<file path="src/hdl/vpb_pkg.sv">
package vpb_pkg;
    // ---------------------------------------------------------------
    // Register byte addresses
    // ---------------------------------------------------------------
    localparam logic [7:0] ADDR_CMD0 = 8'h00;
    localparam logic [7:0] ADDR_CMD1 = 8'h04;
    localparam logic [7:0] ADDR_CMD2 = 8'h08;
    localparam logic [7:0] ADDR_CMD3 = 8'h0C;
    localparam logic [7:0] ADDR_CTRL = 8'h10;
    localparam logic [7:0] ADDR_STAT = 8'h14;
    localparam logic [7:0] ADDR_RDLO = 8'h18;
    localparam logic [7:0] ADDR_RDHI = 8'h1C;
    localparam logic [7:0] ADDR_ISTAT = 8'h20;
    localparam logic [7:0] ADDR_IMASK = 8'h24;
    // ---------------------------------------------------------------
    // Command block byte positions and codes
    // ---------------------------------------------------------------
    localparam int BYTE_SIG = 0;
    localparam int BYTE_SUB = 1;
    localparam int BYTE_ACT = 2;
    localparam int BYTE_MASK = 3;
    localparam int BYTE_CNT = 4;
    localparam int BYTE_WR0 = 5;
    localparam int NUM_TF = 8;
    localparam logic [7:0] SUBCMD_CODE = 8'h24;
    localparam logic [7:0] SIG_RESET = 8'h5A; // Arbitrary default
    localparam int ACT_RDONLY_BIT = 0;
    localparam logic [8:0] SECT_ZERO = 9'h100;
    // ---------------------------------------------------------------
    // Field positions
    // ---------------------------------------------------------------
    localparam int CTRL_START_BIT = 0;
    localparam int CTRL_SIG_LSB = 8;
    localparam int ST_BUSY_BIT = 0;
    localparam int ST_SECT_LSB = 16;
    localparam int EV_DONE = 0;
    localparam int EV_FAIL = 1;
    localparam int EV_REJ = 2;
    localparam int NUM_EV = 3;
    // ---------------------------------------------------------------
    // Taskfile addressing and bus responses
    // ---------------------------------------------------------------
    localparam logic [2:0] TF_ALT_ADDR = 3'h6;
    localparam logic [1:0] RESP_OKAY = 2'h0;
    localparam logic [1:0] RESP_SLVERR = 2'h2;
endpackage

</file>
<file path="src/hdl/vpb_seq_if.sv">
`timescale 1ns/10ps
// Launch and result of one taskfile register walk
interface vpb_seq_if;
    logic start;
    logic read_only;
    logic [7:0] mask;
    logic [63:0] wbytes;
    logic busy;
    logic done;
    logic [63:0] rbytes;
    modport ctl (output start, read_only, mask, wbytes,
                 input busy, done, rbytes);
    modport seq (input start, read_only, mask, wbytes,
                 output busy, done, rbytes);
endinterface

</file>
<file path="src/hdl/vpb_seq.sv">
`timescale 1ns/10ps
module vpb_seq #(
    parameter int NREG = 8
) (
    // Clock and reset
    input wire logic aclk,
    input wire logic aresetn,
    // Control side
    vpb_seq_if.seq sif,
    // Drive taskfile port
    output logic tf_alt,
    output logic [2:0] tf_addr,
    output logic tf_rd,
    output logic tf_wr,
    output logic [7:0] tf_wdata,
    input wire logic [7:0] tf_rdata,
    input wire logic tf_ack
);
    generate
        if (NREG != vpb_pkg::NUM_TF) begin : g_bad
            $error("vpb_seq serves exactly eight taskfile registers");
        end
    endgenerate

    typedef enum logic [1:0] {S_IDLE, S_SCAN, S_WAIT} vpb_state_t;
    vpb_state_t state_r;
    logic [2:0] idx_r;
    logic rdonly_r;
    logic [7:0] mask_r;
    logic [63:0] wb_r;
    logic [63:0] rb_r;
    logic done_r;
    logic last;
    logic sel;

    assign last = (idx_r == 3'h7);
    assign sel = mask_r[idx_r];
    assign sif.busy = (state_r != S_IDLE);
    assign sif.done = done_r;
    assign sif.rbytes = rb_r;

    // Walk mask bits upward, one access at a time
    always_ff @(posedge aclk) begin
        if (!aresetn) begin
            state_r <= S_IDLE;
            idx_r <= 3'h0;
            rdonly_r <= 1'b0;
            mask_r <= 8'h00;
            wb_r <= 64'h0000_0000_0000_0000;
            rb_r <= 64'h0000_0000_0000_0000;
            done_r <= 1'b0;
            tf_alt <= 1'b0;
            tf_addr <= 3'h0;
            tf_rd <= 1'b0;
            tf_wr <= 1'b0;
            tf_wdata <= 8'h00;
        end else begin
            done_r <= 1'b0;
            case (state_r)
                S_IDLE: begin
                    if (sif.start) begin
                        state_r <= S_SCAN;
                        idx_r <= 3'h0;
                        rdonly_r <= sif.read_only;
                        mask_r <= sif.mask;
                        wb_r <= sif.wbytes;
                        rb_r <= 64'h0000_0000_0000_0000;
                    end
                end
                S_SCAN: begin
                    if (sel) begin
                        tf_alt <= (idx_r == 3'h0);
                        tf_addr <= (idx_r == 3'h0) ?
                            vpb_pkg::TF_ALT_ADDR : idx_r;
                        tf_rd <= rdonly_r;
                        tf_wr <= !rdonly_r;
                        tf_wdata <= wb_r[idx_r*8 +: 8];
                        state_r <= S_WAIT;
                    end else if (last) begin
                        state_r <= S_IDLE;
                        done_r <= 1'b1;
                    end else begin
                        idx_r <= idx_r + 3'h1;
                    end
                end
                S_WAIT: begin
                    if (tf_ack) begin
                        tf_rd <= 1'b0;
                        tf_wr <= 1'b0;
                        if (rdonly_r) begin
                            rb_r[idx_r*8 +: 8] <= tf_rdata;
                        end
                        if (last) begin
                            state_r <= S_IDLE;
                            done_r <= 1'b1;
                        end else begin
                            idx_r <= idx_r + 3'h1;
                            state_r <= S_SCAN;
                        end
                    end
                end
                default: begin
                    state_r <= S_IDLE;
                end
            endcase
        end
    end
endmodule

</file>
<file path="src/hdl/vpb_top.sv">
// The address map and the AXI4-Lite register port were chosen for this implementation.
`timescale 1ns/10ps
module vpb_top (
    // Clock and reset
    input wire logic aclk,
    input wire logic aresetn,
    // AXI4-Lite write address
    input wire logic [7:0] s_axi_awaddr,
    input wire logic s_axi_awvalid,
    output logic s_axi_awready,
    // AXI4-Lite write data
    input wire logic [31:0] s_axi_wdata,
    input wire logic [3:0] s_axi_wstrb,
    input wire logic s_axi_wvalid,
    output logic s_axi_wready,
    // AXI4-Lite write response
    output logic [1:0] s_axi_bresp,
    output logic s_axi_bvalid,
    input wire logic s_axi_bready,
    // AXI4-Lite read address
    input wire logic [7:0] s_axi_araddr,
    input wire logic s_axi_arvalid,
    output logic s_axi_arready,
    // AXI4-Lite read data
    output logic [31:0] s_axi_rdata,
    output logic [1:0] s_axi_rresp,
    output logic s_axi_rvalid,
    input wire logic s_axi_rready,
    // Taskfile register port
    output logic tf_alt,
    output logic [2:0] tf_addr,
    output logic tf_rd,
    output logic tf_wr,
    output logic [7:0] tf_wdata,
    input wire logic [7:0] tf_rdata,
    input wire logic tf_ack,
    // Interrupt
    output logic irq
);
    // ---------------------------------------------------------------
    // Storage
    // ---------------------------------------------------------------
    logic [127:0] cmd_r;
    logic [7:0] sig_r;
    logic busy_r;
    logic [8:0] sect_r;
    logic [63:0] res_r;
    logic [2:0] ist_r;
    logic [2:0] imask_r;
    logic irq_r;
    logic [7:0] awaddr_r;
    logic [31:0] wdata_r;
    logic [3:0] wstrb_r;
    logic awready_r;
    logic wready_r;
    logic bvalid_r;
    logic [1:0] bresp_r;
    logic arready_r;
    logic rvalid_r;
    logic [31:0] rdata_r;
    logic [1:0] rresp_r;

    vpb_seq_if sif ();

    vpb_seq #(
        .NREG(vpb_pkg::NUM_TF)
    ) u_seq (
        .aclk(aclk),
        .aresetn(aresetn),
        .sif(sif.seq),
        .tf_alt(tf_alt),
        .tf_addr(tf_addr),
        .tf_rd(tf_rd),
        .tf_wr(tf_wr),
        .tf_wdata(tf_wdata),
        .tf_rdata(tf_rdata),
        .tf_ack(tf_ack)
    );

    // ---------------------------------------------------------------
    // Write channel decode
    // ---------------------------------------------------------------
    wire wr_go = !awready_r && !wready_r && !bvalid_r;
    wire [31:0] bmask = {{8{wstrb_r[3]}}, {8{wstrb_r[2]}},
                         {8{wstrb_r[1]}}, {8{wstrb_r[0]}}};
    wire [31:0] wbits = wdata_r & bmask;
    wire sel_cmd = (awaddr_r[7:4] == 4'h0);
    wire sel_ctrl = (awaddr_r == vpb_pkg::ADDR_CTRL);
    wire sel_ist = (awaddr_r == vpb_pkg::ADDR_ISTAT);
    wire sel_imask = (awaddr_r == vpb_pkg::ADDR_IMASK);
    wire wr_ro = (awaddr_r == vpb_pkg::ADDR_STAT) ||
                 (awaddr_r == vpb_pkg::ADDR_RDLO) ||
                 (awaddr_r == vpb_pkg::ADDR_RDHI);
    wire wr_ok = sel_cmd || sel_ctrl || sel_ist || sel_imask || wr_ro;
    wire [1:0] widx = awaddr_r[3:2];
    wire start_p = wr_go && sel_ctrl &&
                   wbits[vpb_pkg::CTRL_START_BIT];

    // ---------------------------------------------------------------
    // Command block fields
    // ---------------------------------------------------------------
    wire [7:0] b_sig = cmd_r[vpb_pkg::BYTE_SIG*8 +: 8];
    wire [7:0] b_sub = cmd_r[vpb_pkg::BYTE_SUB*8 +: 8];
    wire [7:0] b_act = cmd_r[vpb_pkg::BYTE_ACT*8 +: 8];
    wire [7:0] b_mask = cmd_r[vpb_pkg::BYTE_MASK*8 +: 8];
    wire [7:0] b_cnt = cmd_r[vpb_pkg::BYTE_CNT*8 +: 8];
    wire sig_ok = (b_sig == sig_r);
    wire sub_ok = (b_sub == vpb_pkg::SUBCMD_CODE);
    wire recog = sig_ok && sub_ok;
    wire cnt_ok = ((b_cnt & (b_cnt - 8'h01)) == 8'h00);
    wire [8:0] sect = (b_cnt == 8'h00) ? vpb_pkg::SECT_ZERO :
                      {1'b0, b_cnt};
    wire go = start_p && !busy_r && !sif.busy;
    wire launch = go && recog && cnt_ok;
    wire ev_fail = go && recog && !cnt_ok;
    wire ev_rej = go && !recog;
    wire [2:0] ev = {ev_rej, ev_fail, sif.done};

    // Launch into the sequencer
    assign sif.start = launch;
    assign sif.read_only = b_act[vpb_pkg::ACT_RDONLY_BIT];
    assign sif.mask = b_mask;
    assign sif.wbytes = cmd_r[vpb_pkg::BYTE_WR0*8 +: 64];

    // ---------------------------------------------------------------
    // Read channel decode
    // ---------------------------------------------------------------
    wire [7:0] ra = s_axi_araddr;
    wire [31:0] st_word = {7'h00, sect_r, 15'h0000, busy_r};
    logic [31:0] rd_val;
    logic rd_ok;
    always_comb begin
        rd_val = 32'h0000_0000;
        rd_ok = 1'b1;
        if (ra[7:4] == 4'h0) begin
            rd_val = cmd_r[ra[3:2]*32 +: 32];
        end else if (ra == vpb_pkg::ADDR_CTRL) begin
            rd_val = {16'h0000, sig_r, 8'h00};
        end else if (ra == vpb_pkg::ADDR_STAT) begin
            rd_val = st_word;
        end else if (ra == vpb_pkg::ADDR_RDLO) begin
            rd_val = res_r[31:0];
        end else if (ra == vpb_pkg::ADDR_RDHI) begin
            rd_val = res_r[63:32];
        end else if (ra == vpb_pkg::ADDR_ISTAT) begin
            rd_val = {29'h0000_0000, ist_r};
        end else if (ra == vpb_pkg::ADDR_IMASK) begin
            rd_val = {29'h0000_0000, imask_r};
        end else begin
            rd_ok = 1'b0;
        end
    end

    // ---------------------------------------------------------------
    // AXI handshakes
    // ---------------------------------------------------------------
    // Address and data latched independently
    always_ff @(posedge aclk) begin
        if (!aresetn) begin
            awready_r <= 1'b1;
            wready_r <= 1'b1;
            bvalid_r <= 1'b0;
            bresp_r <= vpb_pkg::RESP_OKAY;
            awaddr_r <= 8'h00;
            wdata_r <= 32'h0000_0000;
            wstrb_r <= 4'h0;
        end else begin
            if (awready_r && s_axi_awvalid) begin
                awready_r <= 1'b0;
                awaddr_r <= s_axi_awaddr;
            end
            if (wready_r && s_axi_wvalid) begin
                wready_r <= 1'b0;
                wdata_r <= s_axi_wdata;
                wstrb_r <= s_axi_wstrb;
            end
            if (wr_go) begin
                bvalid_r <= 1'b1;
                bresp_r <= wr_ok ? vpb_pkg::RESP_OKAY :
                           vpb_pkg::RESP_SLVERR;
            end
            if (bvalid_r && s_axi_bready) begin
                bvalid_r <= 1'b0;
                awready_r <= 1'b1;
                wready_r <= 1'b1;
            end
        end
    end

    // Read answered one cycle after address
    always_ff @(posedge aclk) begin
        if (!aresetn) begin
            arready_r <= 1'b1;
            rvalid_r <= 1'b0;
            rdata_r <= 32'h0000_0000;
            rresp_r <= vpb_pkg::RESP_OKAY;
        end else if (arready_r && s_axi_arvalid) begin
            arready_r <= 1'b0;
            rvalid_r <= 1'b1;
            rdata_r <= rd_val;
            rresp_r <= rd_ok ? vpb_pkg::RESP_OKAY :
                       vpb_pkg::RESP_SLVERR;
        end else if (rvalid_r && s_axi_rready) begin
            rvalid_r <= 1'b0;
            arready_r <= 1'b1;
        end
    end

    // ---------------------------------------------------------------
    // Software registers
    // ---------------------------------------------------------------
    // Command block, signature and interrupt mask, byte strobed
    always_ff @(posedge aclk) begin
        if (!aresetn) begin
            cmd_r <= '0;
            sig_r <= vpb_pkg::SIG_RESET;
            imask_r <= 3'h0;
        end else if (wr_go) begin
            if (sel_cmd) begin
                cmd_r[widx*32 +: 32] <= (cmd_r[widx*32 +: 32] &
                    ~bmask) | wbits;
            end
            if (sel_ctrl && wstrb_r[1]) begin
                sig_r <= wdata_r[vpb_pkg::CTRL_SIG_LSB +: 8];
            end
            if (sel_imask && wstrb_r[0]) begin
                imask_r <= wdata_r[2:0];
            end
        end
    end

    // Busy flag, block size and read result
    always_ff @(posedge aclk) begin
        if (!aresetn) begin
            busy_r <= 1'b0;
            sect_r <= 9'h000;
            res_r <= 64'h0000_0000_0000_0000;
        end else begin
            if (launch) begin
                busy_r <= 1'b1;
                sect_r <= sect;
            end else if (sif.done) begin
                busy_r <= 1'b0;
            end
            if (sif.done && sif.read_only) begin
                res_r <= sif.rbytes;
            end
        end
    end

    // ---------------------------------------------------------------
    // Interrupts
    // ---------------------------------------------------------------
    wire ist_clr_en = wr_go && sel_ist && wstrb_r[0];
    wire [2:0] ist_clr = ist_clr_en ? wdata_r[2:0] : 3'h0;

    // Sticky events, set beats clear
    always_ff @(posedge aclk) begin
        if (!aresetn) begin
            ist_r <= 3'h0;
            irq_r <= 1'b0;
        end else begin
            ist_r <= (ist_r & ~ist_clr) | ev;
            irq_r <= |(((ist_r & ~ist_clr) | ev) & imask_r);
        end
    end

    // Outputs from flops
    assign s_axi_awready = awready_r;
    assign s_axi_wready = wready_r;
    assign s_axi_bvalid = bvalid_r;
    assign s_axi_bresp = bresp_r;
    assign s_axi_arready = arready_r;
    assign s_axi_rvalid = rvalid_r;
    assign s_axi_rdata = rdata_r;
    assign s_axi_rresp = rresp_r;
    assign irq = irq_r;
endmodule

</file>
<file path="config.mk">
export PLATFORM = sky130hd
export DESIGN_NAME = vpb_top
export DESIGN_NICKNAME = d
export VERILOG_FILES = /design/src/hdl/vpb_pkg.sv /design/src/hdl/vpb_seq_if.sv /design/src/hdl/vpb_seq.sv /design/src/hdl/vpb_top.sv
export SDC_FILE = /design/constraint.sdc
export NUM_CORES = 1
export LEC_CHECK = 0
export BUFFER_PORTS_ARGS = -buffer_cell sky130_fd_sc_hd__buf_2
export CORE_MARGIN = 8
export CORE_UTILIZATION = 59
export CTS_CLUSTER_SIZE = 24
export DETAILED_ROUTE_END_ITERATION = 12
export PLACE_DENSITY = 0.78
export SLEW_MARGIN = 10
export SYNTH_ARGS = -nofsm -noshare
export SYNTH_HDL_FRONTEND = slang
export SYNTH_HIERARCHICAL = 1
export SYNTH_SLANG_ARGS = --single-unit
</file>
<file path="constraint.sdc">
create_clock -name aclk -period 4.1 [get_ports aclk]
set_input_delay 0.205 -clock aclk [delete_from_list [all_inputs] [get_ports aclk]]
set_output_delay 0.205 -clock aclk [all_outputs]
set_load 0.005 [all_outputs]
</file>
Word-level counts from Yosys, hierarchy flattened
Cells that the tools add are included.
- flip-flop bits (word level): 459
- input bits: 68
- output and inout port bits: 56
- word-level logic and storage cells: 187
- add/sub/neg operators: 4
- magnitude comparators: 1
- eq/ne operators: 23
- shifts and indexed selects: 7
- multiplexer cells: 53
- bitwise gates (word level): 10
- reductions and logical operators: 58
- operators with widths (kind ; number):
    variable part select 128 x 8 -> 32 bit ; 2
    two-way mux 64 bit ; 3
    two-way mux 32 bit ; 5
    bitwise mux 128 bit ; 1
    case mux 64 bit (2 select lines) ; 1
    variable shift 32 x 34 -> 128 bit, first input constant ; 1
    variable part select 32 x 34 -> 128 bit ; 1
    bitwise AND 32 bit ; 2
    bitwise mux 64 bit ; 1
    equality test 8 x 5 -> 1 bit, second input constant ; 8
    variable shift 8 x 34 -> 64 bit, first input constant ; 1
    variable part select 64 x 7 -> 8 bit ; 1
    variable part select 8 x 34 -> 64 bit ; 1
    equality test 8 x 6 -> 1 bit, second input constant ; 5
    negation 6 -> 34 bit ; 1
    negation 7 -> 34 bit ; 1
    NOT 32 bit ; 1
    OR 32 bit ; 1
    two-way mux 3 bit ; 8
    logical AND 1 bit ; 21
    two-way mux 1 bit ; 21
    logical NOT 8 bit ; 2
    two-way mux 2 bit ; 6
    AND reduction 2 bit ; 5
    31 further kinds ; 56

Depth between registers and ports, before layout
Gate-level depths: netlist of the first run.
- depth in word-level cells: 12
- gate-level depth with buffers: 15
- depth with buffers taken out: 11

By module
Netlist of the first run, hierarchy kept.
- modules (own cells, without submodules) (module ; instances ; cells each ; area each (um^2) ; sequential area each (um^2)):
    vpb_top ; 1 ; 1455 ; 13270.2 ; 6005.8
    vpb_seq ; 1 ; 773 ; 6840.3 ; 3143.0

Worst setup path before layout of the first run
OpenSTA, ideal clock, no wires.
- kind: reg2reg
- from: register awaddr_r[3]
- to: register u_seq.rb_r[21] (netlist: u_seq/sif.rbytes[21])
- setup time: 0.059 ns
- data arrival time: 3.404 ns
- required time: 4.041 ns
- setup slack: 0.637 ns
- stages on the path, launching flop included: 16
- buffers on the path: 5
- clock period less this slack: 3.463 ns
- cell sequence: dfxtp_1 -> clkbuf_1 -> buf_1 -> inv_1 -> ha_1 -> or4b_4 -> nor4_1 -> nand4_1 -> clkbuf_1 -> nor2_1 -> nor2b_1 -> buf_2 -> nor4_4 -> and4_1 -> buf_2 -> a22o_1
- word-level cells in the longest chain between the ends: 9
- ends and longest elaborated chain (what ; line ; RTL):
    start: declaration ; vpb_top.sv:51 ; logic [7:0] awaddr_r;
    start signal: assignment ; vpb_top.sv:170 ; awaddr_r <= s_axi_awaddr;
    equality test 8 x 5 -> 1 bit ; vpb_top.sv:88 ; wire sel_ctrl = (awaddr_r == vpb_pkg::ADDR_CTRL);
    logical AND 1 bit (2 in a row) ; vpb_top.sv:96 ; wire start_p = wr_go && sel_ctrl &&
    logical AND 1 bit (2 in a row) ; vpb_top.sv:113 ; wire go = start_p && !busy_r && !sif.busy;
    logical AND 1 bit (2 in a row) ; vpb_top.sv:114 ; wire launch = go && recog && cnt_ok;
    named net launch ; vpb_top.sv:114 ;
    != test 2 bit (no line) ; n/a ;
    AND reduction 4 bit (no line) ; n/a ;
    end signal: indexed assignment ; vpb_seq.sv:91 ; rb_r[idx_r*8 +: 8] <= tf_rdata;
    end: declaration ; vpb_seq.sv:31 ; logic [63:0] rb_r;
The timed path passes the listed nets, and every way through them passes these cells.
A chain may end at the register's enable or synchronous reset.

Worst setup path in the final report of the first run
- from: register u_seq.state_r[0]
- to: register u_seq.rb_r[21] (netlist: u_seq/sif.rbytes[21])
- word-level cells in the longest chain between the ends: 7
- elaborated cells between the ends (all ways): 13
- classes of those cells: eq/ne: 4; mux: 1; reduce/logical: 8
- ends and longest elaborated chain (what ; line ; RTL):
    start: declaration ; vpb_seq.sv:26 ; vpb_state_t state_r;
    start signal: assignment ; vpb_seq.sv:45 ; state_r <= S_IDLE;
    start signal: assignment ; vpb_seq.sv:62 ; state_r <= S_SCAN;
    start signal: assignment ; vpb_seq.sv:78 ; state_r <= S_WAIT;
    nonzero test 2 bit ; vpb_seq.sv:38 ; assign sif.busy = (state_r != S_IDLE);
    named net sif.busy ; vpb_seq_if.sv:8 ; logic busy;
    logical NOT 1 bit ; vpb_top.sv:113 ;
    logical AND 1 bit ; vpb_top.sv:113 ;
    logical AND 1 bit (2 in a row) ; vpb_top.sv:114 ;
    named net launch ; vpb_top.sv:114 ;
    != test 2 bit (no line) ; n/a ;
    AND reduction 4 bit (no line) ; n/a ;
The timed path passes the listed nets, and every way through them passes these cells.

==> results of run 1 <==
critical path: cells and delay by family (launching register included):
| family | cells | cell delay (ns) |
|---|---|---|
| AO/OA/AOI/OAI | 1 | 0.18 |
| adder cells (fa/ha/maj) | 1 | 0.28 |
| buffers and inverters | 3 | 0.50 |
| flip-flops | 1 | 0.35 |
| AND/OR/NAND/NOR | 7 | 2.35 |
power by group:
group | switching, mW | internal [mW]
logic | 0.355 | 0.206
clock network | 1.78 | 2.60
registers | 0.0649 | 4.50
total | 2.20 | 7.30
what timing repair did:
item                                    CTS  global route
hold buffers                             53             0
gates resized for setup                   0             2
endpoints found under the setup margin    0            24
endpoints found under the hold margin    51             0
metrics by stage:
stage	utilization, %	worst slack (ns)	power, mW	hold WS (ns)
final	68.5	0.362	9.50	0.0169
after floorplan	-	0.637	4.96	0.305
after detailed placement	62.1	0.224	5.16	0.422
after global routing	68.5	0.187	9.75	0.0171
after global placement	62.1	0.387	5.15	0.413
after CTS	68.4	0.204	9.51	0.00516
final cells by class:
class / instances / area share [%]
Antenna cell: 2 / 0.0218
Clock buffer: 70 / 6.25
Clock inverter: 13 / 0.670
Inverter: 19 / 0.343
Multi-Input combinational cell: 1566 / 44.3
Sequential cell: 457 / 39.8
Tap cell: 448 / 2.44
Timing Repair Buffer: 208 / 6.17
cells in the final DEF (no fill, tap or decap), types with 8 or more instances in the layout:
cell type      instances
a21oi_1              304
dlygate4sd3_1         53
a2bb2oi_1             97
a31oi_1               18
nand4_1               22
buf_2                121
or2_2                 25
xor2_1                 8
or2_1                 11
o21ai_0               71
mux2i_1               56
dfxtp_1              455
buf_4                 32
clkbuf_1               8
ha_1                  14
clkbuf_8              13
a22oi_1               42
mux4_2                82
nand2_1              441
nor4_1                 8
a32oi_1               17
a22o_1                 8
clkbuf_16             49
o221ai_1               8
inv_1                 15
nand3_1               51
nor2_1               155
metal layers:
metal / routed length (microns) / GRT usage [%]
met5: 13 / 0
met4: 3270 / 14.9
met3: 6440 / 6.91
met2: 29700 / 48.5
met1: 24800 / 39.4
worst min path at each step:
stage	slack [ns]	end	startpoint
after detailed placement	0.42	s_axi_wready$_SDFFE_PP1P_	s_axi_wvalid
after global placement	0.41	s_axi_wready$_SDFFE_PP1P_	s_axi_wvalid
after global routing	0.02	u_seq/sif.rbytes[35]$_SDFFE_PN0P_	tf_rdata[3]
after floorplan	0.31	s_axi_wready$_SDFFE_PP1P_	s_axi_wvalid
final	0.02	u_seq/sif.rbytes[54]$_SDFFE_PN0P_	tf_rdata[6]
after CTS	0.005	u_seq/sif.rbytes[54]$_SDFFE_PN0P_	tf_rdata[6]
logic make-up after synthesis:
kind of cell               after synthesis  share of synthesized area, %
xor gates and xnor gates                 8                         0.348
AOI/OAI and AO/OA                      607                          19.2
and+or+nand+nor                        788                          17.4
muxes                                  147                          12.5
adders and majority gates               14                         0.871
other                                    1                        0.0186
DFF                                    457                          45.5
buffers and inverters                  206                          4.18
state kept, by name, summed over array words and instances, names as in the netlist, 2 cells and up:
name / count
cmd_r: 128
res_r: 64
u_seq/sif.rbytes: 64
u_seq/wb_r: 64
s_axi_rdata: 32
wdata_r: 32
sect_r: 9
awaddr_r: 8
sig_r: 8
u_seq/mask_r: 8
u_seq/tf_wdata: 8
wstrb_r: 4
imask_r: 3
ist_r: 3
u_seq/idx_r: 3
u_seq/tf_addr: 3
u_seq/state_r: 2
==> out/qor.txt, run 1 <==
Status: finished, final reports clean
HP Class: in -> reg
Wire length per cell: 23.1 microns
Layout cells sized above 1: 16.2%
Die H: 201 microns
Cell area power density: 414 nW/um^2
Worst EP arrival: 4.24 ns
Slowest stage delay, CP: 0.57 ns
Area grow syn2layout: 14.2%
CP Launch Point: u_seq/state_r[0]$_SDFFE_PN0P_
Initial DRT Pass Iterations: 6
Core area: 33,500 sq um
Post-DP HPWL: 42,000 microns
Count leader, synth: dfxtp_1
FF-to-FF setup slack: 0.36 ns
Clock latency on the worst-skew pair: 0.56 ns
Initial Util: 60.0%
Crit share post-route: 91.2%
CTS tree: built
Asr flop ratio synth: 0%
Ranking of synthesized cells by area: dfxtp_1, mux4_2, nand2_1
Worst path slowest cell: or4bb_1
Worst Path Required: 4.60 ns
Synthesized flop and latch total: 457
Final instance count without filler cells: 2,783
Mean Syn Cell Area: 9.03 sq um
Die X: 201 microns
Worst slew pin tran: 1.14 ns
Worst VDD drop: 0.000400 V
Final min period: 3.74 ns
Final Hold Fails: 0
Yosys top cell area share: 45.5%
FILL cells: 2,638
Reg clk slew, reported paths: 0.06 ns
Vias in the first global route: 17,400
Clk_skew: 0.0103 ns
Kind of critical path: reg -> reg
Row count: 67
Synth Flop Type: dfxtp_1
Multi-input combinational cell area: 10,200 sq um
Htree depth: 2
Clk sinks: 457
Max-slew violations: 0
Worst reg2reg path depth: 12
Overflow after GRT: 0
Post-DRT Antenna Nets: 0
Worst Hold Depth: 3
Critical path fanouts, max: 10
Reg2reg start: u_seq/state_r[0]$_SDFFE_PN0P_
Die area: 40,300 sq um
Cells after Synth: 2,228
Setup Fix Bufs, Post-CTS: 0
Leakage: 7.95 nW
Peak Freq: 0.268 GHz
IO Count: 124
Placed insts: 2,645
FF/Latch Area: 9150 sq um
Setup crit start kind: flip-flop
Max cap viols: 0
Most used cell, CP: inv_1
Vias: 18,100
Critical path, cell by cell: inv_1 -> ha_1 -> inv_1 -> or4bb_1 -> nor4_1 -> nand4_1 -> nor2_2 -> nor2b_1 -> nor4_4 -> buf_4 -> and4_1 -> a22o_1
Post-DR vias/cell: 6.50
Port buffer count: 121
Global-route wire length before repair: 99,600 microns
Rel. slew slack: 23.6%
Final setup viols: 0
Final GP Congestion: 0.922
Synth top cells by count: dfxtp_1, nand2_1, a21oi_1, nor2_1, clkbuf_1
CTS Buf Count: 47
RSZ-0062 raised after global routing: false
DRC Markers: 0
Synth area leader: dfxtp_1
Clock root cell: clkbuf_16
Cell Area, Synth: 20,100 sq um
Capture point of the worst path: u_seq/sif.rbytes[21]$_SDFFE_PN0P_
Clk buf depth: 3
Reg2reg end: u_seq/sif.rbytes[21]$_SDFFE_PN0P_
Register area share after synthesis: 45.5%
Largest net degree at the start of global routing: 129
All-Layer GR Usage: 30.7%
Initial antenna violation count: 2
Yosys warning total: 6
1st-iter DRT viols: 1,784
Distinct cells, synth: 79
Area post-placement: 20,800 sq um
Finished Cell Area: 23,000 sq um
EDFF count, synth: 0
Crit end category: flip-flop
Total wire length: 64,300 microns
Layout Nets: 2,381
Total negative setup slack: 0 ns
Power figures use the tool's default switching activity.
==> inputs of run 2 (changes only) <==
Settings changed: CELL_PAD_IN_SITES_DETAIL_PLACEMENT from default to 0, CELL_PAD_IN_SITES_GLOBAL_PLACEMENT from default to 1, CORE_UTILIZATION 59 to 47, PLACE_DENSITY 0.78 to 0.8, SETUP_SLACK_MARGIN from default to 0.2.
==> run 2 against run 1 <==
Global-route usage shrank 4.4 points; largest power group is now clock; sequential cell count did not move; wire length rose by 5.2%; cell count grew 4.1%; clock-buffer cell count shrank 7.
==> out/qor.txt, run 2 (synthesis results as in run 1) <==
Die X: 223 microns (+11%)
Total negative setup slack: 0 ns (unchanged)
Reg clk slew, reported paths: 0.06 ns (about the same)
Reg2reg start: u_seq/state_r[0]$_SDFFE_PN0P_
Global-route wire length before repair: 103,000 microns (+3.0%)
Worst Path Required: 4.62 ns (+0.02 ns)
CTS Buf Count: 49 (+4.3%)
Setup crit start kind: flip-flop
Int Pwr: 7.59 mW (+4.0%)
Crit share post-route: 88.3% (-2.9 points)
Critical path fanouts, max: 10 (unchanged)
Port buffer count: 121 (unchanged)
Initial DRT Pass Iterations: 6 (unchanged)
Worst reg2reg path depth: 11 (-1)
Row count: 75 (+12%)
FF/Latch Area: 9150 sq um (unchanged)
Clk_skew: 0.0293 ns (+0.0189 ns)
CTS tree: built
FILL cells: 3,800 (+44%)
DRC Markers: 0 (unchanged)
Die H: 223 microns (+11%)
Most flops, register: cmd_r
Max-slew violations: 0 (unchanged)
RSZ-0062 raised after global routing: false
Largest net degree at the start of global routing: 131 (+1.6%)
Final Power: 9.90 mW (+4.2%)
Final min period: 3.62 ns (-0.117 ns)
FF-to-FF setup slack: 0.48 ns (+0.12 ns)
Sequential share of power: 46.1% (-1.9 points)
Final core occ: 55.6% (-13 points)
Sw frac: 23.3% (+0.16 points)
Crit end category: flip-flop
Net Sw Power: 2.31 mW (+4.9%)
Place WS: 0.0607 ns (-0.163 ns)
Hold Startpoint: s_axi_araddr[5]
Vias in the first global route: 16,900 (-2.8%)
Post-DR vias/cell: 6.10 (-6.0%)
Worst Hold Depth: 5 (+2)
Final instance count without filler cells: 2,898 (+4.1%)
Final setup viols: 0 (unchanged)
1st-iter DRT viols: 1,786 (+0.11%)
Leakage: 8.12 nW (+2.2%)
Core area: 42,100 sq um (+26%)
IO Count: 124 (unchanged)
Diode count: 0 (-2)
Rel. slew slack: 11.6% (-12 points)
Htree depth: 2 (unchanged)
Layout Nets: 2,403 (+0.92%)
Kind of critical path: reg -> reg
Clock root cell: clkbuf_16
Peak Freq: 0.276 GHz (+3.2%)
Worst EP arrival: 4.14 ns (-0.10 ns)
Placed insts: 2,737 (+3.5%)
Wire length per cell: 23.3 microns (+1.0%)
Clock share of power: 48.2% (+2.1 points)
Cell area power density: 422 nW/um^2 (+2.1%)
Worst setup margin: 0.479 ns (+0.117 ns)
Layout cells sized above 1: 16.7% (+0.54 points)
Die area: 49,700 sq um (+23%)
Clk buf depth: 3 (unchanged)
Number of flip-flops in the largest register: 128 (unchanged)
Initial Util: 47.7% (-12 points)
Status: finished, final reports clean
Comb pwr share: 5.8% (about the same)
Vias: 17,700 (-2.2%)
Clock latency on the worst-skew pair: 0.61 ns (+0.05 ns)
Initial antenna violation count: 1 (-1)
Final Hold Fails: 0 (unchanged)
HP Class: in -> reg
Overflow after GRT: 0 (unchanged)
Worst slew pin tran: 1.32 ns (+0.179 ns)
Final GP Congestion: 0.849 (-7.9%)
Multi-input combinational cell area: 10,200 sq um (+0.20%)
Commonest non-fill, non-tap cell in the layout: dfxtp_1
Worst VDD drop: 0.000335 V (-16%)
Clk sinks: 457 (unchanged)
Post-DRT Antenna Nets: 0 (unchanged)
Post-DP HPWL: 44,300 microns (+5.6%)
Max cap viols: 0 (unchanged)
All-Layer GR Usage: 26.3% (-4.4 points)
Reg2reg end: u_seq/sif.rbytes[26]$_SDFFE_PN0P_
Area grow syn2layout: 16.6%
Most frequent cells in the layout: dfxtp_1, nand2_1, a21oi_1
Hold-critical path endpoint: s_axi_rdata[0]$_SDFFE_PN0P_
Total wire length: 67,600 microns (+5.2%)
==> run 2: cell count changes in the layout (fill, tap and decap cells not counted), sizes merged <==
cell         before  now
clkbuf           70   63
clkinvlp          4    2
clkinv            8   17
inv              17   18
buf             155  159
bufinv            3    8
diode             2    0
dlygate4sd3      53   69
==> run 2: cell type report <==
type	count	area share [%]
Multi-Input combinational cell	1566	43.4
Inverter	19	0.336
Tap cell	539	2.88
Sequential cell	457	39.0
Clock inverter	26	1.54
Timing Repair Buffer	228	6.88
Clock buffer	63	5.89
==> run 2: worst max-delay path by stage <==
stage	endpoint	depth (start not counted)	startpoint	slack, ns
global route	u_seq/sif.rbytes[29]$_SDFFE_PN0P_	11	u_seq/state_r[0]$_SDFFE_PN0P_	0.21
detailed placement	u_seq/sif.rbytes[22]$_SDFFE_PN0P_	11	u_seq/state_r[0]$_SDFFE_PN0P_	0.06
finish	u_seq/sif.rbytes[26]$_SDFFE_PN0P_	11	u_seq/state_r[0]$_SDFFE_PN0P_	0.48
global placement	u_seq/sif.rbytes[22]$_SDFFE_PN0P_	11	u_seq/state_r[0]$_SDFFE_PN0P_	0.28
CTS	u_seq/sif.rbytes[18]$_SDFFE_PN0P_	11	u_seq/state_r[0]$_SDFFE_PN0P_	0.26
floorplan	u_seq/sif.rbytes[21]$_SDFFE_PN0P_	15	awaddr_r[3]$_SDFFE_PN0P_	0.64
==> run 2: worst max-delay path, cell delays in order, from the launching register on <==
cell     delay [ns]
dfxtp_1        0.35
inv_1          0.10
ha_1           0.28
inv_1          0.18
or4bb_1        0.55
nor4_1         0.30
nand4_1        0.24
nor2_4         0.28
nor2b_1        0.31
nor4_2         0.66
a32oi_1        0.19
nor2_1         0.11
==> run 2: timing repair <==
action / 4_1_cts / 5_1_grt
buffers inserted: 0 / 2
gates resized for setup: 1 / 6
hold buffers: 69 / 0
endpoints found under the hold margin: 69 / 0
pin swaps: 0 / 2
endpoints found under the setup margin: 24 / 60
==> run 2: metal layers <==
layer / GRT usage [%] / part of all wire (%) / vias to the layer above
met4: 12.0 / 4.4 / 4
li1: - / - / 8157
met5: 1.91 / 0.20 / -
met2: 41.7 / 46 / 728
met3: 4.87 / 8.4 / 153
met1: 34.5 / 41 / 8649
==> run 2: through the flow <==
step           area, sq um  hold slack [ns]
2_1_floorplan        20100            0.305
3_3_place_gp         20900            0.411
3_5_place_dp         20900            0.444
4_1_cts              23400            0.187
5_1_grt              23400            0.267
6_report             23400            0.218
==> run 2: power by group through the flow <==
stage / clock network (mW) / logic (mW) / registers [mW]
2_1_floorplan: 0 / 0.339 / 4.62
3_3_place_gp: 0 / 0.507 / 4.66
3_5_place_dp: 0 / 0.513 / 4.66
4_1_cts: 4.82 / 0.566 / 4.56
5_1_grt: 5.00 / 0.617 / 4.56
6_report: 4.77 / 0.572 / 4.56
